===== config.mk =====
export PLATFORM = sky130hd
export DESIGN_NAME = tbpwm_unit
export DESIGN_NICKNAME = d
export VERILOG_FILES = /design/src/verilog/tbpwm_pkg.sv /design/src/verilog/tbpwm_unit.sv
export VERILOG_INCLUDE_DIRS = /design/src /design/src/verilog
export SDC_FILE = /design/constraint.sdc
export NUM_CORES = 1
export LEC_CHECK = 0
export BUFFER_PORTS_ARGS = -buffer_cell sky130_fd_sc_hd__buf_2
export CORE_MARGIN = 2
export CORE_UTILIZATION = 55
export CTS_CLUSTER_SIZE = 28
export DETAILED_ROUTE_END_ITERATION = 7
export PLACE_DENSITY = 0.81
export SLEW_MARGIN = 30
export SYNTH_ARGS = -nofsm -noshare
export SYNTH_HDL_FRONTEND = slang
export SYNTH_SLANG_ARGS = --single-unit

===== constraint.sdc =====
create_clock -name clk -period 3.3 [get_ports clk]
set_clock_uncertainty 0.1 [all_clocks]
set_input_delay 0.495 -clock clk [delete_from_list [all_inputs] [get_ports clk]]
set_output_delay 0.495 -clock clk [all_outputs]
set_load 0.01 [all_outputs]

===== src/verilog/tbpwm_defines.svh =====
/*
  Register offsets, field positions, reset values and timing counts of the
  timer based PWM unit.
  Assumes an 8-bit register port and a core clock equal to the oscillator.
*/
`ifndef TBPWM_DEFINES_SVH
`define TBPWM_DEFINES_SVH

// ============================================================
// register offsets
`define TBPWM_ADDR_PORT_DATA 8'h06
`define TBPWM_ADDR_INT_CTL 8'h0b
`define TBPWM_ADDR_TIMER 8'h11
`define TBPWM_ADDR_TIMER_CTL 8'h12
`define TBPWM_ADDR_DUTY_HI 8'h15
`define TBPWM_ADDR_SHADOW 8'h16
`define TBPWM_ADDR_CCP_CTL 8'h17
`define TBPWM_ADDR_PORT_DIR 8'h86
`define TBPWM_ADDR_PERIOD 8'h92

// ============================================================
// field positions
`define TBPWM_CTL_DLO_HI 5
`define TBPWM_CTL_DLO_LO 4
`define TBPWM_CTL_MODE_HI 3
`define TBPWM_CTL_MODE_LO 2
`define TBPWM_T2_ON 2
`define TBPWM_T2_PS_HI 1
`define TBPWM_T2_PS_LO 0
`define TBPWM_PIN_ALT 3
`define TBPWM_PIN_MAIN 0

// ============================================================
// reset values and the PWM mode code
`define TBPWM_RST_PERIOD 8'hff
`define TBPWM_RST_PORT_DIR 8'hff
`define TBPWM_RST_BYTE 8'h00
`define TBPWM_RST_CTL 6'h00
`define TBPWM_RST_T2 7'h00
`define TBPWM_MODE_PWM 2'h3

// ============================================================
// timing counts
`define TBPWM_Q_LAST 2'h3
`define TBPWM_STRAP_WAIT 2'h2

`endif


===== src/verilog/tbpwm_pkg.sv =====
/*
  Types of the timer based PWM unit.
  Assumes tbpwm_defines.svh is compiled alongside.
*/
package tbpwm_pkg;

  // ============================================================
  // prescale selection
  typedef enum logic [1:0] {
    TBPWM_PS_1 = 2'b00,
    TBPWM_PS_4 = 2'b01,
    TBPWM_PS_16 = 2'b10,
    TBPWM_PS_16B = 2'b11
  } tbpwm_ps_t;

  // ============================================================
  // whole state of the unit
  typedef struct packed {
    logic [7:0] period_reg;
    logic [7:0] timer_reg;
    logic [7:0] duty_hi_reg;
    logic [7:0] shadow_reg;
    logic [1:0] lat2_reg;
    logic [5:0] ctl_reg;
    logic [6:0] timer_control_register_reg;
    logic [7:0] dir_reg;
    logic [7:0] port_lat_reg;
    logic [7:0] intctl_reg;
    logic [1:0] q_reg;
    logic [3:0] pre_reg;
    logic sync1_reg;
    logic sync2_reg;
    logic [1:0] strap_cnt_reg;
    logic strap_reg;
    logic out_reg;
    logic [7:0] rdata_reg;
    logic [7:0] port_out_reg;
    logic [7:0] port_oe_b_reg;
  } tbpwm_state_t;

endpackage


===== src/verilog/tbpwm_unit.sv =====
/*
  Timer based PWM unit: 8-bit period timer with prescaler, double-buffered
  10-bit duty and the port pins it shares.
  Assumes a plain register port on clk, an asynchronous strap pin that
  selects the output bit, and an outside wire resolver for the port pins.
*/
`timescale 1ns/100ps
`include "tbpwm_defines.svh"

module tbpwm_unit
  import tbpwm_pkg::*;
(
  input wire logic clk,
  input wire logic rst_b,
  input wire logic [7:0] addr,
  input wire logic [7:0] wdata,
  input wire logic wr_en,
  input wire logic rd_en,
  output logic [7:0] rdata,
  input wire logic output_pin_select_bit,
  output logic [7:0] port_out,
  output logic [7:0] port_oe_b
);

  // ============================================================
  // helpers

  // fine bits below the timer count, from clock phase or prescaler
  function automatic logic [1:0] fine_of(input tbpwm_ps_t ps,
                                         input logic [1:0] q,
                                         input logic [3:0] pre);
    logic [1:0] f;
    f = q;
    case (ps)
      TBPWM_PS_1: begin
        f = q;
      end
      TBPWM_PS_4: begin
        f = pre[1:0];
      end
      default: begin
        f = pre[3:2];
      end
    endcase
    return f;
  endfunction

  function automatic logic is_pwm(input logic [5:0] ctl);
    return ctl[`TBPWM_CTL_MODE_HI:`TBPWM_CTL_MODE_LO] == `TBPWM_MODE_PWM;
  endfunction

  // ============================================================
  // state

  tbpwm_state_t s_reg;
  tbpwm_state_t s_next;
  tbpwm_ps_t ps;
  logic tick;
  logic rollover;
  logic timer_on;
  logic pwm_mode;
  logic [9:0] ext_next;
  logic [9:0] duty_full;
  logic [9:0] buf_full;
  logic wr_ctl_zero;

  always_comb begin
    s_next = s_reg;
    ps = tbpwm_ps_t'(s_reg.timer_control_register_reg[`TBPWM_T2_PS_HI:`TBPWM_T2_PS_LO]);
    timer_on = s_reg.timer_control_register_reg[`TBPWM_T2_ON];
    tick = 1'b0;
    duty_full = {s_reg.duty_hi_reg,
                 s_reg.ctl_reg[`TBPWM_CTL_DLO_HI:`TBPWM_CTL_DLO_LO]};
    wr_ctl_zero = 1'b0;

    // clock phase always runs; it is the quarter-cycle source
    s_next.q_reg = s_reg.q_reg + 2'h1;

    // prescaler advances once per instruction cycle
    if (timer_on && s_reg.q_reg == `TBPWM_Q_LAST) begin
      s_next.pre_reg = s_reg.pre_reg + 4'h1;
      case (ps)
        TBPWM_PS_1: begin
          tick = 1'b1;
        end
        TBPWM_PS_4: begin
          tick = s_reg.pre_reg[1:0] == 2'h3;
        end
        default: begin
          tick = s_reg.pre_reg == 4'hf;
        end
      endcase
    end

    // postscaler bits are stored only and never reach this path
    rollover = tick && s_reg.timer_reg == s_reg.period_reg;

    if (tick) begin
      if (rollover) begin
        s_next.timer_reg = 8'h00;
        s_next.shadow_reg = s_reg.duty_hi_reg;
        s_next.lat2_reg =
          s_reg.ctl_reg[`TBPWM_CTL_DLO_HI:`TBPWM_CTL_DLO_LO];
      end else begin
        s_next.timer_reg = s_reg.timer_reg + 8'h01;
      end
    end

    // ============================================================
    // register writes
    if (wr_en) begin
      case (addr)
        `TBPWM_ADDR_PORT_DATA: begin
          s_next.port_lat_reg = wdata;
        end
        `TBPWM_ADDR_INT_CTL: begin
          s_next.intctl_reg = wdata;
        end
        `TBPWM_ADDR_TIMER: begin
          // a timer write restarts the prescaler
          s_next.timer_reg = wdata;
          s_next.pre_reg = 4'h0;
        end
        `TBPWM_ADDR_TIMER_CTL: begin
          s_next.timer_control_register_reg = wdata[6:0];
        end
        `TBPWM_ADDR_DUTY_HI: begin
          s_next.duty_hi_reg = wdata;
        end
        `TBPWM_ADDR_SHADOW: begin
          if (!is_pwm(s_reg.ctl_reg)) begin
            s_next.shadow_reg = wdata;
          end
        end
        `TBPWM_ADDR_CCP_CTL: begin
          s_next.ctl_reg = wdata[5:0];
          wr_ctl_zero = wdata[5:0] == 6'h00;
        end
        `TBPWM_ADDR_PORT_DIR: begin
          s_next.dir_reg = wdata;
        end
        `TBPWM_ADDR_PERIOD: begin
          s_next.period_reg = wdata;
        end
        default: begin
        end
      endcase
    end

    // ============================================================
    // output latch

    // mode is taken after the write so that turning off acts at once
    pwm_mode = is_pwm(s_next.ctl_reg);
    ext_next = {s_next.timer_reg,
                fine_of(ps, s_next.q_reg, s_next.pre_reg)};
    buf_full = {s_reg.shadow_reg, s_reg.lat2_reg};

    if (!pwm_mode || wr_ctl_zero) begin
      s_next.out_reg = 1'b0;
    end else if (rollover) begin
      s_next.out_reg = duty_full != 10'h000;
    end else if (timer_on && ext_next == buf_full) begin
      // a duty past the period end never meets this compare
      s_next.out_reg = 1'b0;
    end

    // ============================================================
    // strap: two flops, then caught once after reset release
    s_next.sync1_reg = output_pin_select_bit;
    s_next.sync2_reg = s_reg.sync1_reg;
    // counter parks past the wait, so a later strap edge is never taken
    if (s_reg.strap_cnt_reg < `TBPWM_STRAP_WAIT) begin
      s_next.strap_cnt_reg = s_reg.strap_cnt_reg + 2'h1;
    end else if (s_reg.strap_cnt_reg == `TBPWM_STRAP_WAIT) begin
      s_next.strap_reg = s_reg.sync2_reg;
      s_next.strap_cnt_reg = `TBPWM_STRAP_WAIT + 2'h1;
    end

    // ============================================================
    // pins: the PWM latch takes over one port bit in PWM mode
    s_next.port_out_reg = s_next.port_lat_reg;
    if (pwm_mode) begin
      if (s_reg.strap_reg) begin
        s_next.port_out_reg[`TBPWM_PIN_ALT] = s_next.out_reg;
      end else begin
        s_next.port_out_reg[`TBPWM_PIN_MAIN] = s_next.out_reg;
      end
    end
    // direction bit set means input, so it is the enable as is
    s_next.port_oe_b_reg = s_next.dir_reg;

    // ============================================================
    // register reads, data one cycle after the strobe
    s_next.rdata_reg = 8'h00;
    if (rd_en) begin
      case (addr)
        `TBPWM_ADDR_PORT_DATA: begin
          s_next.rdata_reg = s_reg.port_lat_reg;
        end
        `TBPWM_ADDR_INT_CTL: begin
          s_next.rdata_reg = s_reg.intctl_reg;
        end
        `TBPWM_ADDR_TIMER: begin
          s_next.rdata_reg = s_reg.timer_reg;
        end
        `TBPWM_ADDR_TIMER_CTL: begin
          s_next.rdata_reg = {1'b0, s_reg.timer_control_register_reg};
        end
        `TBPWM_ADDR_DUTY_HI: begin
          s_next.rdata_reg = s_reg.duty_hi_reg;
        end
        `TBPWM_ADDR_SHADOW: begin
          s_next.rdata_reg = s_reg.shadow_reg;
        end
        `TBPWM_ADDR_CCP_CTL: begin
          s_next.rdata_reg = {2'b00, s_reg.ctl_reg};
        end
        `TBPWM_ADDR_PORT_DIR: begin
          s_next.rdata_reg = s_reg.dir_reg;
        end
        `TBPWM_ADDR_PERIOD: begin
          s_next.rdata_reg = s_reg.period_reg;
        end
        default: begin
          s_next.rdata_reg = 8'h00;
        end
      endcase
    end
  end

  always_ff @(posedge clk or negedge rst_b) begin
    if (!rst_b) begin
      s_reg <= '{
        period_reg: `TBPWM_RST_PERIOD,
        timer_reg: `TBPWM_RST_BYTE,
        duty_hi_reg: `TBPWM_RST_BYTE,
        shadow_reg: `TBPWM_RST_BYTE,
        lat2_reg: 2'h0,
        ctl_reg: `TBPWM_RST_CTL,
        timer_control_register_reg: `TBPWM_RST_T2,
        dir_reg: `TBPWM_RST_PORT_DIR,
        port_lat_reg: `TBPWM_RST_BYTE,
        intctl_reg: `TBPWM_RST_BYTE,
        q_reg: 2'h0,
        pre_reg: 4'h0,
        sync1_reg: 1'b0,
        sync2_reg: 1'b0,
        strap_cnt_reg: 2'h0,
        strap_reg: 1'b0,
        out_reg: 1'b0,
        rdata_reg: `TBPWM_RST_BYTE,
        port_out_reg: `TBPWM_RST_BYTE,
        port_oe_b_reg: `TBPWM_RST_PORT_DIR
      };
    end else begin
      s_reg <= s_next;
    end
  end

  assign rdata = s_reg.rdata_reg;
  assign port_out = s_reg.port_out_reg;
  assign port_oe_b = s_reg.port_oe_b_reg;

  // ============================================================
  // checks

  a_timer_clear: assert property (@(posedge clk) disable iff (!rst_b)
    rollover && !(wr_en && addr == `TBPWM_ADDR_TIMER)
      |=> s_reg.timer_reg == 8'h00)
    else $error("timer not cleared at period match");

  a_shadow_load: assert property (@(posedge clk) disable iff (!rst_b)
    rollover && !(wr_en && addr == `TBPWM_ADDR_SHADOW)
      |=> {s_reg.shadow_reg, s_reg.lat2_reg} == $past(duty_full))
    else $error("duty not buffered at rollover");

  a_pin_set: assert property (@(posedge clk) disable iff (!rst_b)
    rollover && is_pwm(s_reg.ctl_reg) && !wr_en && duty_full != 10'h000
      |=> s_reg.out_reg)
    else $error("output not set at rollover");

  a_zero_duty: assert property (@(posedge clk) disable iff (!rst_b)
    rollover && duty_full == 10'h000 |=> !s_reg.out_reg)
    else $error("output set with zero duty");

  a_shadow_ro: assert property (@(posedge clk) disable iff (!rst_b)
    wr_en && addr == `TBPWM_ADDR_SHADOW && is_pwm(s_reg.ctl_reg) && !rollover
      |=> $stable(s_reg.shadow_reg))
    else $error("shadow written in PWM mode");

  a_match_clear: assert property (@(posedge clk) disable iff (!rst_b)
    timer_on && !rollover && ext_next == buf_full |=> !s_reg.out_reg)
    else $error("output not cleared on duty match");

  a_mode_off: assert property (@(posedge clk) disable iff (!rst_b)
    !is_pwm(s_reg.ctl_reg) && !wr_en
      |=> !s_reg.out_reg && port_out == s_reg.port_lat_reg)
    else $error("output active outside PWM mode");

  a_ctl_clear: assert property (@(posedge clk) disable iff (!rst_b)
    wr_en && addr == `TBPWM_ADDR_CCP_CTL && wdata[5:0] == 6'h00
      |=> !s_reg.out_reg)
    else $error("control clear did not force output low");

  a_tick_rate: assert property (@(posedge clk) disable iff (!rst_b)
    tick && ps == TBPWM_PS_4 |-> s_reg.pre_reg[1:0] == 2'h3
      && s_reg.q_reg == `TBPWM_Q_LAST)
    else $error("prescale 4 tick misplaced");

  a_pin_follow: assert property (@(posedge clk) disable iff (!rst_b)
    s_reg.strap_cnt_reg == 2'h3 && $past(s_reg.strap_cnt_reg) == 2'h3
      && is_pwm(s_reg.ctl_reg)
      |-> (s_reg.strap_reg ? port_out[`TBPWM_PIN_ALT]
        : port_out[`TBPWM_PIN_MAIN]) == s_reg.out_reg)
    else $error("pwm latch missing from port");

  a_read_idle: assert property (@(posedge clk) disable iff (!rst_b)
    !rd_en |=> rdata == 8'h00)
    else $error("read data standing without a read");

  a_tick_gap: assert property (@(posedge clk) disable iff (!rst_b)
    tick |=> (!tick) [*3])
    else $error("timer ticks closer than one instruction cycle");

  a_timer_step: assert property (@(posedge clk) disable iff (!rst_b)
    tick && !rollover && !(wr_en && addr == `TBPWM_ADDR_TIMER)
      |=> s_reg.timer_reg == $past(s_reg.timer_reg) + 8'h01)
    else $error("timer did not step on a tick");

  a_shadow_hold: assert property (@(posedge clk) disable iff (!rst_b)
    !rollover && !(wr_en && addr == `TBPWM_ADDR_SHADOW)
      |=> $stable(s_reg.shadow_reg) && $stable(s_reg.lat2_reg))
    else $error("buffered duty changed inside a period");

  a_out_hold: assert property (@(posedge clk) disable iff (!rst_b)
    is_pwm(s_reg.ctl_reg) && !wr_en && !rollover
      && !(timer_on && ext_next == buf_full)
      |=> $stable(s_reg.out_reg))
    else $error("output moved between period events");

  a_dir_drive: assert property (@(posedge clk) disable iff (!rst_b)
    wr_en && addr == `TBPWM_ADDR_PORT_DIR
      |=> port_oe_b == $past(wdata))
    else $error("pin enables do not follow direction write");

endmodule // tbpwm_unit


# [Word-level counts from Yosys, hierarchy flattened]
# Cells that the tools add are included.
[word_totals] regBits=99 elab_cells=95
[op_classes] n_eq_ne=18 addsub=4 n_mux=34 magnitude_cmp=1 n_reduce_logical=17 bitwise_logic=1
[ops] cell="$mux W8" count=10
[ops] cell="$pmux W8 S9" count=1
[ops] cell="$eq A8 B5 Y1 const B" count=5
[ops] cell="$mux W35" count=1
[ops] cell="$mux W24" count=1
[ops] cell="$mux W10" count=2
[ops] cell="$eq A8 B8 Y1 const B" count=2
[ops] cell="$mux W4" count=4
[ops] cell="$reduce_and A2 Y1" count=8
[ops] cell="$eq A10 B10 Y1" count=1
[ops] cell="$eq A2 B2 Y1 const B" count=5
[ops] cell="$mux W1" count=10
[ops] cell="$reduce_bool A10 Y1" count=1
[ops] cell="$add A8 B1 Y8 const B" count=1
[ops] cell="$eq A8 B3 Y1 const B" count=1
[ops] cell="$eq A8 B4 Y1 const B" count=1
[ops] cell="$eq A8 B8 Y1" count=1
[ops] cell="$mux W7" count=1
[ops] cell="$logic_not A6 Y1" count=1
[ops] cell="$add A2 B1 Y2 const B" count=2
[ops] cell="$add A4 B1 Y4 const B" count=1
[ops] cell="$eq A4 B4 Y1 const B" count=1
[ops] cell="$pmux W2 S2" count=1
[ops] cell="$logic_and A1 B1 Y1" count=3
[ops] cell="10 further kinds" count=10

# [Longest topological paths before layout]
[depth] ltp_word=16 depth_mapped=10

# [Worst setup path after synthesis]
# Ideal clock, no wire load.
[synth_timing] path_kind="input port to flip-flop" from="input addr[2]" to="register s_reg, in the netlist port_out[0]" n_path_buf=1 path_slack_ps=907 t_required_ps=3074 setup_ps=126 arrival_ps=2167 path_stages=9 path_cell_list="buf_2 > nor4b_1 > nand3_1 > a311o_2 > nand2_1 > xor2_1 > nand4_1 > nor4_1 > nor2_1"
[synth_rtl] item="start: declaration" line="tbpwm_unit.sv:15" rtl="input wire logic [7:0] addr,"
[synth_rtl] item="end signal: assignment" line="tbpwm_unit.sv:234" rtl="s_reg <= '{"
[synth_rtl] item="end signal: assignment" line="tbpwm_unit.sv:257" rtl="s_reg <= s_next;"
[synth_rtl] item="end: declaration" line="tbpwm_unit.sv:55" rtl="tbpwm_state_t s_reg;"

==> results.md <==
- Post-cts hold buffer count: 0
- Number of detailed-routing iterations run before antenna repair: 7
- Count of flip-flops with a built-in enable after synthesis: 0
- 1st-iter DRT viols: 649
- Final Hold Fails: 0
- Initial cell density of the core: 56.4%
- Sequential fraction of design power: between 50% and 60%
- Antenna violations before repair: 0
- Number of global-route vias before repair: 3912
- Element type at the critical path end: flop
- Buffer levels on the longest clock path: 2
- Final instance count without filler cells: 615
- Pin slew with the least headroom to its limit: just over 0.8 ns
- Sinks on the clock net: 93
- Worst-path fanout max: 8
- Count of fill cells added during filler insertion: roughly 750
- Layout overhead on the synthesized area: 6.71%
- Post-detail-place hpwl: 9580 um
- Proportion of power drawn by the clock network: 33.3%
- Synth Register Bits: 93
- Later-pin clock latency in the skew report: 0.36 ns
- Net switching component of the power: 0.000665 W
- Count of synthesis-stage warnings from yosys: 0
- Req. time, crit path: between 3 and 4 ns
- Combined area of all synthesized cells: a little over 0.005 mm2
- Level count of the clock H-tree: 3
- Highest routed metal layer: met4
- Highest-delay cell along the critical path: sky130_fd_sc_hd__dfrtp_1
- CTS tree: done
- CP arrival: 2.96 ns
- Top cells by area, synth: sky130_fd_sc_hd__dfrtp_1, sky130_fd_sc_hd__mux2_2, sky130_fd_sc_hd__dfstp_2, sky130_fd_sc_hd__buf_4, sky130_fd_sc_hd__nand2_1
- Setup crit start kind: flop
- Highest ir drop seen on vdd: 266 uV
- DR WL met3: 1470 um
- Count of antenna-violating nets left after detailed routing: 0
- Final TNS setup: 0 ns
- Share of synthesized area occupied by flip-flops and latches: 45.2%
- Top Ports: 45
- Sw frac: 28.4%
- Setup violation total in the final timing report: 0
- Area of the multi-input gates: 0.00248 mm2
- Core Rows: 35
- Die Ht: 101 um
- Clk pin slew, worst setup/hold paths: 0.10 ns
- Max-capacitance violation count: 0
- Syn Nets: 507
- Combined flip-flop and latch cell area: 0.00235 mm2
- Residual overflow from global routing: 0
- Overall die area: 0.0102 mm2
- Total setup buffers inserted after CTS: 0
- Shortest clock period the worst path allows after layout: approximately 2.8 ns
- Core area: 0.00920 mm2
- Cts repair resizes: 0
- Last weighted congestion value of the routability-driven placer: 0.953
- Run status: finished, final reports clean
- Buffers added on ports: 44
- Tcrit/Tclk final: 85.8%
- Static Leakage: ~2.5 nW
- Relative slew slack: roughly 45%
- Fraction of final layout cells with drive strength greater than 1: 32.1%
- Routed wire length: 13400 um
- Cell-by-cell trace of the critical path: ha_1, nand3_1, or4_4, a22oi_2, mux2i_1, a211oi_2, nand4_1, nor3_1, a21oi_1
- Wire length of the first global-routing pass: 21500 um
- Die Wd: 101 um
- Classification of the worst setup path: flop to flop
- GRT Overall Usage: a little over a quarter
- Peak per-stage delay on the critical path: 0.53 ns
- Post-Synthesis Mean Instance Area: roughly 11 um2
- Met1 wire length: 5350 um
- Slew Limit Fails: 0
- Internal Dissipation: 0.00168 W
- Number of buffers created by CTS: 9
- Max reg flops: 47
- Post-synthesis cell count: 480
- Most instantiated flip-flop cell in the synthesis netlist: sky130_fd_sc_hd__dfrtp_1
- Final routed DRC violation total: 0
- Count of antenna diodes in the layout: 0
- Gate power share: between 10% and 20%
- Post-synthesis async set-or-reset flop share: between 90% and 100%
- Pin count of the biggest net entering global routing: 49
- Top cell type's share of synthesized area: 37.1%
- Drt via density: ~6.8
- Cell type with the largest total area after synthesis: sky130_fd_sc_hd__dfrtp_1
- Number of placed instances, taps included: 600
- Max Fclk: 353 MHz
- Count of distinct cell types in the synthesized netlist: 75
- Routed length on met2: 6170 um
- Final routed wire length divided by cell count: 21.7 um
- Pwr/cell area: 423 mW/mm2
- Total Nets Final: 527
- Vias post-DR: 4203
- Setup repair after global routing missed its margin: false
- Type of the tightest min-delay check: input pin to async pin
- Cell at the root of the clock tree: sky130_fd_sc_hd__clkbuf_8
==> cell usage in the layout, fill, tap and decap left out, types with 3 or more instances in the layout <==
cell type                   n
sky130_fd_sc_hd__nand2_1   36
sky130_fd_sc_hd__inv_1      8
sky130_fd_sc_hd__nand3b_1   3
sky130_fd_sc_hd__nor3_1     6
sky130_fd_sc_hd__a221oi_1   9
sky130_fd_sc_hd__a22oi_1   10
sky130_fd_sc_hd__xor2_1    13
sky130_fd_sc_hd__a222oi_1   7
sky130_fd_sc_hd__buf_2     43
sky130_fd_sc_hd__o21ai_0   10
sky130_fd_sc_hd__a22o_1     7
sky130_fd_sc_hd__and2_1     4
sky130_fd_sc_hd__a31oi_1   10
sky130_fd_sc_hd__and3_1     4
sky130_fd_sc_hd__buf_4     14
sky130_fd_sc_hd__ha_1       6
sky130_fd_sc_hd__dfrtp_1   77
sky130_fd_sc_hd__dfstp_2   16
sky130_fd_sc_hd__or4_1      3
sky130_fd_sc_hd__nand2b_1   4
sky130_fd_sc_hd__nor4_1     6
sky130_fd_sc_hd__o221ai_1   3
sky130_fd_sc_hd__mux2i_1    8
sky130_fd_sc_hd__nand4_1    7
sky130_fd_sc_hd__a21oi_1   24
sky130_fd_sc_hd__xnor2_1    7
sky130_fd_sc_hd__clkbuf_8   9
sky130_fd_sc_hd__and4b_1    3
sky130_fd_sc_hd__nor2_1    27
sky130_fd_sc_hd__nand3_1    8
sky130_fd_sc_hd__mux2_2    55
==> power by group through the flow <==
stage               registers [W]  clock network, W  logic [W]
floorplan                 0.00126                 0   0.000209
global placement          0.00129                 0   0.000267
detailed placement        0.00130                 0   0.000278
CTS                       0.00127          0.000788   0.000280
global route              0.00129          0.000837   0.000310
finish                    0.00128          0.000780   0.000283
==> worst max-delay path: cells and delay by family (launching register included) <==
family | cells | cell delay (ns)
DFF | 1 | 0.53
adders and majority gates | 1 | 0.32
and+or+nand+nor | 4 | 1.05
muxes | 1 | 0.12
AOI/OAI and AO/OA | 3 | 0.58
==> worst paths after layout <==
check / from / endpoint / slack, ns / cells after the start
max reg2reg: s_reg[91] / port_out[3] / 0.47 / 9
min reg2reg: s_next[28] / s_reg[28] / 0.27 / 0
min in group clk: output_pin_select_bit / s_next[28] / 0.14 / 1
max: s_reg[91] / port_out[3] / 0.47 / 9
max in group asynchronous: rst_b / buf_full[6] / 2.38 / 2
min: rst_b / s_reg[92] / 0.05 / 1
==> area by class of cell <==
cell class	count	share of cell area, %
Clock buffer	9	2.24
Tap cell	111	2.51
Sequential cell	93	42.4
Inverter	8	0.542
Clock inverter	6	1.29
Multi-Input combinational cell	330	44.9
Timing Repair Buffer	58	6.15
==> synth_stat cells, drive strengths merged, types with 4 or more instances <==
library cell	n
nand3	8
buf	34
a31oi	10
or4	4
a221oi	9
xnor2	7
clkbuf	15
nor3	7
xor2	13
dfstp	16
ha	6
nand4	7
nor4	8
mux2i	8
a21oi	24
nand2	37
and3	5
inv	8
a22oi	11
nor2	27
mux2	55
a22o	8
a222oi	7
dfrtp	77
and2	4
nand2b	4
o21ai	12
==> metrics by stage <==
| step | worst slack [ns] | hold slack [ns] | area [um2] | power (W) | util, % |
|---|---|---|---|---|---|
| after floorplan | 0.907 | 0.0994 | 5190 | 0.00147 | - |
| after global placement | 0.355 | 0.239 | 5340 | 0.00156 | 58.1 |
| after detailed placement | 0.184 | 0.243 | 5340 | 0.00157 | 58.1 |
| after CTS | 0.547 | 0.0761 | 5540 | 0.00234 | 60.2 |
| after global routing | 0.291 | 0.103 | 5540 | 0.00243 | 60.2 |
| final | 0.469 | 0.0508 | 5540 | 0.00234 | 60.2 |
==> cells by family (layout without fill, tap and decap cells) <==
logic type | count (synthesis) | after routing | share of synthesized area (%)
simple gates | 131 | 131 | 14.0
compound gates | 110 | 110 | 15.6
flops | 93 | 93 | 45.2
mux | 63 | 63 | 13.5
buf+inv | 57 | 81 | 6.87
xor+xnor | 20 | 20 | 3.38
fa+ha+maj | 6 | 6 | 1.45
==> routing by layer <==
metal	vias to the layer above	track usage (%)
met5	-	0
met4	0	9.36
met3	55	4.02
li1	1810	-
met2	302	42.6
met1	2036	39.7
Power figures use the tool's default switching activity.
